**config.mk**
```make
export PLATFORM = sky130hd
export DESIGN_NAME = cfc_regbank
export DESIGN_NICKNAME = d
export VERILOG_FILES = /design/src/rtl/cfc_regbank.v
export VERILOG_INCLUDE_DIRS = /design/src /design/src/rtl
export SDC_FILE = /design/constraint.sdc
export NUM_CORES = 1
export LEC_CHECK = 0
export CAP_MARGIN = 20
export CORE_ASPECT_RATIO = 1.75
export CORE_MARGIN = 2
export CORE_UTILIZATION = 62
export DETAILED_ROUTE_END_ITERATION = 12
export DONT_BUFFER_PORTS = 1
export GPL_TIMING_DRIVEN = 0
export PLACE_DENSITY = 0.78
export SLEW_MARGIN = 0
export SYNTH_ARGS = -nofsm -noshare
export SYNTH_HDL_FRONTEND = slang
export SYNTH_SLANG_ARGS = --single-unit
```
**constraint.sdc**
```tcl
create_clock -name mclk -period 2.6 [get_ports mclk]
set_clock_uncertainty 0.15 [all_clocks]
set_input_delay 0.26 -clock mclk [delete_from_list [all_inputs] [get_ports mclk]]
set_output_delay 0.26 -clock mclk [all_outputs]
set_load 0.03 [all_outputs]
```
**src/rtl/cfc_regs.vh**
```
// Constants for the charger flag and control seven register pair.
// Assumes inclusion by the register bank only.
`ifndef CFC_REGS_VH
`define CFC_REGS_VH
`define CFC_ADDR_FLAGS 8'h0e
`define CFC_ADDR_CTRL7 8'h0f
`define CFC_CTRL7_RST 8'h00
`define CFC_TRIM_HI 7
`define CFC_TRIM_LO 6
`define CFC_RSVD_BIT 5
`define CFC_DIRECT_CHARGE_ENABLE_PIN_BIT 4
`define CFC_LED_HI 3
`define CFC_LED_LO 2
`define CFC_OFS_HI 1
`define CFC_OFS_LO 0
`define CFC_DET_BIT 7
`define CFC_MON_LED 2'h1
`define CFC_CLK_HZ 100000000
`define CFC_LED_ON_S 1
`define CFC_LED_OFF1_S 1
`define CFC_LED_OFF3_S 3
`define CFC_OVP_TMO_MS 1
`define CFC_TRIM_NONE 2'h0
`define CFC_TRIM_P8 2'h1
`define CFC_TRIM_M8 2'h2
`define CFC_TRIM_M16 2'h3
`endif
```
**src/rtl/cfc_regbank.v**
```verilog
// Register bank holding the charger flag and control seven registers.
// Assumes a synchronous register port driven by the I2C slave logic.
// Assumes event inputs are one-cycle pulses in the mclk domain.
`include "cfc_regs.vh"
module cfc_regbank #(
	parameter [31:0] LED_SEC_CYC = `CFC_CLK_HZ,
	parameter [31:0] OVP_TMO_CYC = (`CFC_CLK_HZ / 1000) * `CFC_OVP_TMO_MS
) (
	input wire mclk,
	input wire rst_b,
	input wire [7:0] reg_addr,
	input wire reg_wr,
	input wire reg_rd,
	input wire [7:0] reg_wdata,
	output reg [7:0] reg_rdata,
	input wire reg_reset_req,
	input wire watchdog_expire,
	input wire source_plug_in,
	input wire force_source_redetect,
	input wire usb_data_line_detection_done,
	input wire battery_overvoltage,
	input wire [1:0] charge_current_monitor_select,
	output reg direct_charge_enable_pin,
	output reg stat_led_out,
	output reg stat_led_oe_b,
	output reg [1:0] charge_voltage_trim,
	output reg [1:0] input_voltage_regulation_offset,
	output reg safety_timer_restart
);
	localparam [2:0] ST_IDLE = 3'b001;
	localparam [2:0] ST_RUN = 3'b010;
	localparam [2:0] ST_DONE = 3'b100;
	localparam [31:0] PERIOD1 = (`CFC_LED_ON_S + `CFC_LED_OFF1_S) * 4;
	localparam [31:0] PERIOD3 = (`CFC_LED_ON_S + `CFC_LED_OFF3_S) * 4;
	localparam [7:0] CTRL_RST = `CFC_CTRL7_RST;

	reg [2:0] det_state_r;
	reg [7:0] ctrl_r;
	reg [7:0] ctrl_nxt;
	reg [31:0] ovp_cnt_r;
	reg [31:0] sec_cnt_r;
	reg [31:0] quarter_r;
	reg [1:0] led_mode;
	reg led_drive_low;
	wire ovp_expired;
	wire ctrl_wr;
	wire det_start;

	function addr_hit;
		input [7:0] a;
		input [7:0] b;
		begin
			addr_hit = (a == b);
		end
	endfunction

	// Blink pattern: high while the LED pin is pulled low
	function led_low;
		input [1:0] mode;
		input [31:0] q;
		begin
			case (mode)
				2'h1: led_low = 1'b1;
				2'h2: led_low = ((q % PERIOD1) < `CFC_LED_ON_S * 4);
				2'h3: led_low = (q < `CFC_LED_ON_S * 4);
				default: led_low = 1'b0;
			endcase
		end
	endfunction

	// Read mux; flag register shows only the done bit
	function [7:0] read_word;
		input [7:0] a;
		input done;
		input [7:0] ctrl;
		begin
			if (addr_hit(a, `CFC_ADDR_FLAGS)) begin
				read_word = {done, 7'h00};
			end else if (addr_hit(a, `CFC_ADDR_CTRL7)) begin
				read_word = ctrl;
			end else begin
				read_word = 8'h00;
			end
		end
	endfunction

	assign det_start = source_plug_in || force_source_redetect;

	// Detection state: done flag visible only in ST_DONE
	always @(posedge mclk or negedge rst_b) begin
		if (!rst_b) begin
			det_state_r <= ST_IDLE;
		end else begin
			case (det_state_r)
				ST_IDLE: begin
					if (det_start) begin
						det_state_r <= ST_RUN;
					end
				end
				ST_RUN: begin
					if (usb_data_line_detection_done) begin
						det_state_r <= ST_DONE;
					end
				end
				ST_DONE: begin
					if (det_start) begin
						det_state_r <= ST_RUN;
					end
				end
				default: begin
					det_state_r <= ST_IDLE;
				end
			endcase
		end
	end

	// Overvoltage duration counter, only while direct charge enabled
	assign ovp_expired = (ovp_cnt_r >= OVP_TMO_CYC - 32'h0000_0001);
	always @(posedge mclk or negedge rst_b) begin
		if (!rst_b) begin
			ovp_cnt_r <= 32'h0000_0000;
		end else if (!battery_overvoltage || !ctrl_r[`CFC_DIRECT_CHARGE_ENABLE_PIN_BIT]) begin
			ovp_cnt_r <= 32'h0000_0000;
		end else if (!ovp_expired) begin
			ovp_cnt_r <= ovp_cnt_r + 32'h0000_0001;
		end
	end

	// Control register update; flag register has no write path
	assign ctrl_wr = reg_wr && addr_hit(reg_addr, `CFC_ADDR_CTRL7);
	always @* begin
		ctrl_nxt = ctrl_r;
		if (ctrl_wr) begin
			ctrl_nxt = reg_wdata;
		end
		if (battery_overvoltage && ovp_expired) begin
			ctrl_nxt[`CFC_DIRECT_CHARGE_ENABLE_PIN_BIT] = 1'b0;
		end
		if (reg_reset_req) begin
			ctrl_nxt = `CFC_CTRL7_RST;
		end else if (watchdog_expire) begin
			ctrl_nxt[7:2] = CTRL_RST[7:2];
		end
	end

	always @(posedge mclk or negedge rst_b) begin
		if (!rst_b) begin
			ctrl_r <= `CFC_CTRL7_RST;
			safety_timer_restart <= 1'b0;
		end else begin
			ctrl_r <= ctrl_nxt;
			safety_timer_restart <= reg_reset_req;
		end
	end

	// Field outputs
	always @(posedge mclk or negedge rst_b) begin
		if (!rst_b) begin
			direct_charge_enable_pin <= 1'b0;
			charge_voltage_trim <= `CFC_TRIM_NONE;
			input_voltage_regulation_offset <= 2'h0;
		end else begin
			direct_charge_enable_pin <= ctrl_nxt[`CFC_DIRECT_CHARGE_ENABLE_PIN_BIT];
			charge_voltage_trim <= ctrl_nxt[`CFC_TRIM_HI:`CFC_TRIM_LO];
			input_voltage_regulation_offset <=
				ctrl_nxt[`CFC_OFS_HI:`CFC_OFS_LO];
		end
	end

	// Quarter-second ticks for blink patterns
	always @(posedge mclk or negedge rst_b) begin
		if (!rst_b) begin
			sec_cnt_r <= 32'h0000_0000;
			quarter_r <= 32'h0000_0000;
		end else if (sec_cnt_r >= (LED_SEC_CYC >> 2) - 32'h0000_0001) begin
			sec_cnt_r <= 32'h0000_0000;
			if (quarter_r >= PERIOD3 - 32'h0000_0001) begin
				quarter_r <= 32'h0000_0000;
			end else begin
				quarter_r <= quarter_r + 32'h0000_0001;
			end
		end else begin
			sec_cnt_r <= sec_cnt_r + 32'h0000_0001;
		end
	end

	// LED pattern decode
	always @* begin
		led_mode = ctrl_r[`CFC_LED_HI:`CFC_LED_LO];
		if (charge_current_monitor_select != `CFC_MON_LED) begin
			led_mode = 2'h0;
		end
		led_drive_low = led_low(led_mode, quarter_r);
	end

	always @(posedge mclk or negedge rst_b) begin
		if (!rst_b) begin
			stat_led_out <= 1'b0;
			stat_led_oe_b <= 1'b1;
		end else begin
			stat_led_out <= 1'b0;
			stat_led_oe_b <= ~led_drive_low;
		end
	end

	// Read data
	always @(posedge mclk or negedge rst_b) begin
		if (!rst_b) begin
			reg_rdata <= 8'h00;
		end else if (reg_rd) begin
			reg_rdata <= read_word(reg_addr, det_state_r == ST_DONE, ctrl_r);
		end
	end
endmodule

```
==> flow_results.xml <==
<?xml version="1.0" encoding="UTF-8"?>
<metrics>
  <group name="cts">
    <metric name="cts_max_level" unit="">4</metric>
    <metric name="tritoncts_clock_tree" unit="">yes</metric>
    <metric name="cts_max_path_buffers" unit="">2</metric>
    <metric name="post-cts-setup-buffer-count" unit="">0</metric>
    <metric name="later_pin_clock_latency_in_the_skew_report" unit="ns">0.41</metric>
    <metric name="cts.sinks" unit="">117</metric>
    <metric name="number_of_gates_resized_after_cts" unit="">0</metric>
    <metric name="cts.clk_slew.worst_paths" unit="ns">0.05</metric>
    <metric name="cts_buffers" unit="">17</metric>
    <metric name="cts.hold.buffers_added" unit="">17</metric>
    <metric name="ctsRootBufferMaster" unit="">sky130_fd_sc_hd__clkbuf_16</metric>
  </group>
  <group name="finish">
    <metric name="layout_common_cells" unit="">sky130_fd_sc_hd__dfrtp_1, sky130_fd_sc_hd__nor2_1, sky130_fd_sc_hd__nand2_1</metric>
    <metric name="leading_cell_type_in_the_layout_fill_and_taps_excluded" unit="">sky130_fd_sc_hd__dfrtp_1</metric>
    <metric name="antenna-diode-count" unit="">0</metric>
    <metric name="num-fill-cells" unit="">548</metric>
    <metric name="layout.cells.non_filler" unit="">695</metric>
    <metric name="flow.area_growth_from_synthesis" unit="%">17.2</metric>
    <metric name="layout.core_utilization" unit="%">75.3</metric>
    <metric name="fraction_of_layout_cells_with_a_size_suffix_above_1" unit="%">10.9</metric>
    <metric name="finalNetCount" unit="">598</metric>
  </group>
  <group name="yosys">
    <metric name="synth.top_cells.by_area" unit="">sky130_fd_sc_hd__dfrtp_1, sky130_fd_sc_hd__nor2_1, sky130_fd_sc_hd__and3_1, sky130_fd_sc_hd__nand2_1, sky130_fd_sc_hd__nand3_1</metric>
    <metric name="synth-compound-area-share" unit="%">10.8</metric>
    <metric name="synth-seq-area-share" unit="%">54.9</metric>
    <metric name="ys_warn_count" unit="">0</metric>
    <metric name="synth_cell_types" unit="">53</metric>
    <metric name="synth_mux_area_share" unit="%">1.69</metric>
    <metric name="synth_area_per_cell" unit="sq um">10.2</metric>
    <metric name="post_synth_fa_ha_maj_area_fraction" unit="%">0.703</metric>
    <metric name="synthDominantCellAreaShare" unit="%">53.9</metric>
    <metric name="yosys.area_share.simple" unit="%">24.1</metric>
    <metric name="synth_area_leader_cell" unit="">sky130_fd_sc_hd__dfrtp_1</metric>
    <metric name="post_synthesis_instance_total" unit="">524</metric>
    <metric name="ff_latch_count_synth" unit="">117</metric>
    <metric name="synth_top_family_by_area" unit="">simple AND/OR/NAND/NOR gates</metric>
    <metric name="yosys.area_share.xor_xnor" unit="%">4.10</metric>
    <metric name="synth.cell_area" unit="sq um">5340</metric>
  </group>
  <group name="floorplanning">
    <metric name="io_pins" unit="">44</metric>
    <metric name="row_count" unit="">44</metric>
    <metric name="die_h" unit="microns">127</metric>
    <metric name="core-area" unit="sq um">8310</metric>
    <metric name="chipWidth" unit="microns">74.2</metric>
    <metric name="effective_utilization_at_floorplan" unit="%">64.3</metric>
    <metric name="die_area" unit="sq um">9400</metric>
  </group>
  <group name="placement">
    <metric name="place_inst" unit="">646</metric>
    <metric name="place.detailed.hpwl" unit="mm">7.65</metric>
    <metric name="dpl_worst_slack" unit="ns">0.170</metric>
    <metric name="gp_congestion" unit="">0.891</metric>
    <metric name="port-buffer-count" unit="">0</metric>
  </group>
  <group name="sta">
    <metric name="rsz_0062_raised_after_global_routing" unit="">false</metric>
    <metric name="min_period_over_period" unit="%">95.1</metric>
    <metric name="max_freq" unit="GHz">0.405</metric>
    <metric name="worst_slack" unit="ns">0.128</metric>
    <metric name="maxSlewHeadroom" unit="%">41.1</metric>
    <metric name="hold_violations" unit="">117</metric>
    <metric name="worst-slew-pin-transition" unit="ns">0.876</metric>
    <metric name="period_minus_slack" unit="ns">2.47</metric>
    <metric name="finalHoldWorstSlack" unit="ns">-0.607</metric>
    <metric name="drv_slew" unit="">0</metric>
    <metric name="setup_viol" unit="">0</metric>
    <metric name="tns" unit="ns">0</metric>
  </group>
  <group name="global_route">
    <metric name="grt.overflow.total" unit="">0</metric>
    <metric name="grt.met1_usage" unit="%">32.8</metric>
    <metric name="grt.busiest_layer" unit="">met2</metric>
    <metric name="gr-usage-met2" unit="%">49.3</metric>
    <metric name="grt_max_degree" unit="">118</metric>
    <metric name="grt_pass1_vias" unit="">4389</metric>
    <metric name="grt_met3_use" unit="%">7.63</metric>
    <metric name="antenna_found_initial" unit="">1</metric>
    <metric name="grt_pass1_wl" unit="mm">20.3</metric>
    <metric name="global_route.usage.total" unit="%">28.1</metric>
  </group>
  <group name="status">
    <metric name="failed_checks" unit="">hold timing</metric>
    <metric name="run_status" unit="">finished with violations</metric>
  </group>
  <group name="worst_setup_path">
    <metric name="critical_path.max_fanout" unit="">3</metric>
    <metric name="worstPathCellList" unit="">nor4_1 &gt; nand4_1 &gt; o31a_1 &gt; o22ai_1 &gt; nand3b_1 &gt; dlygate4sd3_1</metric>
    <metric name="worst_ep_required_time" unit="ns">2.78</metric>
    <metric name="worst_setup_path_start_kind" unit="">register</metric>
    <metric name="regToRegEndpoint" unit="">stat_led_oe_b$_DFF_PN1_</metric>
    <metric name="reg2reg_depth" unit="">6</metric>
    <metric name="end_kind" unit="">register</metric>
    <metric name="timing.critical_path.arrival" unit="ns">2.65</metric>
    <metric name="critical_path_class" unit="">reg2reg</metric>
    <metric name="critical_path.reg2reg.startpoint" unit="">led_low.q[29]$_DFFE_PN0N_</metric>
    <metric name="cpMaxStageDelayCell" unit="">sky130_fd_sc_hd__dlygate4sd3_1</metric>
    <metric name="register_to_register_setup_slack" unit="ns">0.13</metric>
    <metric name="crit_path_max_incr_delay" unit="ns">0.57</metric>
  </group>
  <group name="power_and_ir_drop">
    <metric name="vdd_ir_drop_max" unit="mV">0.545</metric>
    <metric name="leakage" unit="uW">0.00285</metric>
    <metric name="fin_total_pwr" unit="uW">4480</metric>
    <metric name="pwr_density_cell" unit="nW/um^2">716</metric>
  </group>
  <group name="route">
    <metric name="drt-pass1-iter-count" unit="">4</metric>
    <metric name="drt_iter0_drc" unit="">321</metric>
    <metric name="total_via_count_in_the_routed_design" unit="">4143</metric>
    <metric name="drc" unit="">0</metric>
    <metric name="post_drt_via_cell_ratio" unit="">5.96</metric>
    <metric name="routed_wirelength" unit="mm">11.9</metric>
    <metric name="drt.antenna.violating_nets" unit="">0</metric>
    <metric name="avgRoutedWirePerCell" unit="microns">17.1</metric>
  </group>
  <group name="run">
    <metric name="max_cap_viol_count" unit="">0</metric>
  </group>
  <group name="worst_hold_path">
    <metric name="hold_class" unit="">in2async</metric>
  </group>
</metrics>
## synthesized netlist by cell type, drive strengths merged
cell type	count
or2	1
mux2i	9
nand4b	2
a31o	3
nor2b	4
o41ai	1
a2111oi	1
nand4	11
o311ai	1
o21ai	7
xnor2	12
dfrtp	115
nor2	82
a41oi	13
nand3b	2
a21o	6
o21a	1
xor2	13
ha	3
or3b	2
o22ai	9
a21oi	19
o31a	1
a31oi	12
and4	7
o211a	1
and2	10
nand3	24
nor3	12
nor4b	2
dfstp	2
nand2b	4
conb	1
and4b	1
a211oi	1
and3	31
o311a	1
clkbuf	9
buf	15
inv	16
nand2	35
nor4	18
a41o	2
or3	2
## worst max-delay path by stage
stage / startpoint / end / cells past startpoint
after floorplan: sec_cnt_r[0]$_DFF_PN0_ / led_low.q[31]$_DFFE_PN0N_ / 8
after global placement: sec_cnt_r[0]$_DFF_PN0_ / led_low.q[26]$_DFFE_PN0N_ / 8
after detailed placement: sec_cnt_r[0]$_DFF_PN0_ / led_low.q[29]$_DFFE_PN0N_ / 8
after CTS: sec_cnt_r[0]$_DFF_PN0_ / led_low.q[24]$_DFFE_PN0N_ / 8
after global routing: sec_cnt_r[0]$_DFF_PN0_ / led_low.q[24]$_DFFE_PN0N_ / 8
final: led_low.q[29]$_DFFE_PN0N_ / stat_led_oe_b$_DFF_PN1_ / 6
## through the flow
| stage | hold WS, ns | area, sq um |
|---|---|---|
| 2_1_floorplan | -0.186 | 5370 |
| 3_3_place_gp | -0.183 | 5510 |
| 3_5_place_dp | -0.183 | 5510 |
| 4_1_cts | -0.616 | 6260 |
| 5_1_grt | -0.623 | 6260 |
| 6_report | -0.607 | 6260 |
## worst max-delay path: cells and delay by family (launching register included)
family                 cells  cell delay (ns)
DFF                        1             0.40
and+or+nand+nor            3             0.75
buffers and inverters      1             0.57
AOI/OAI and AO/OA          2             0.51
## layer usage
| metal | vias to the layer above | routed length (microns) |
|---|---|---|
| met4 | 2 | 214 |
| met5 | - | 13 |
| li1 | 1960 | - |
| met1 | 2053 | 4650 |
| met2 | 104 | 6510 |
| met3 | 24 | 478 |
## flip-flops by register name, summed over array words and instances (netlist names)
signal	cells
safety_timer_restart	1
stat_led_oe_b	1
ovp_cnt_r	32
reg_rdata	8
charge_voltage_trim	1
ctrl_r	6
input_voltage_regulation_offset	1
sec_cnt_r	32
led_low.q	32
det_state_r	3
## area by class of cell
class / count / area (sq um) / share of cell area (%)
clock buffer: 20 / 447 / 7.14
multi-input combinational: 374 / 2240 / 35.8
inverter: 16 / 60.1 / 0.960
buffer: 24 / 135 / 2.16
timing repair buffer: 17 / 170 / 2.72
tap: 115 / 144 / 2.30
clock inverter: 12 / 130 / 2.08
sequential: 117 / 2930 / 46.8
## logic make-up after synthesis
kind of cell / count (synthesis)
AOI/OAI and AO/OA: 79
xor gates and xnor gates: 25
adders and majority gates: 3
buffers and inverters: 40
DFF: 117
muxes: 9
other: 1
and+or+nand+nor: 250
## power by group
| group | internal (uW) | switching [uW] |
|---|---|---|
| registers | 1890 | 63.0 |
| clock network | 1430 | 820 |
| logic | 127 | 153 |
| total | 3440 | 1040 |
(Power assumes the default switching activity.)
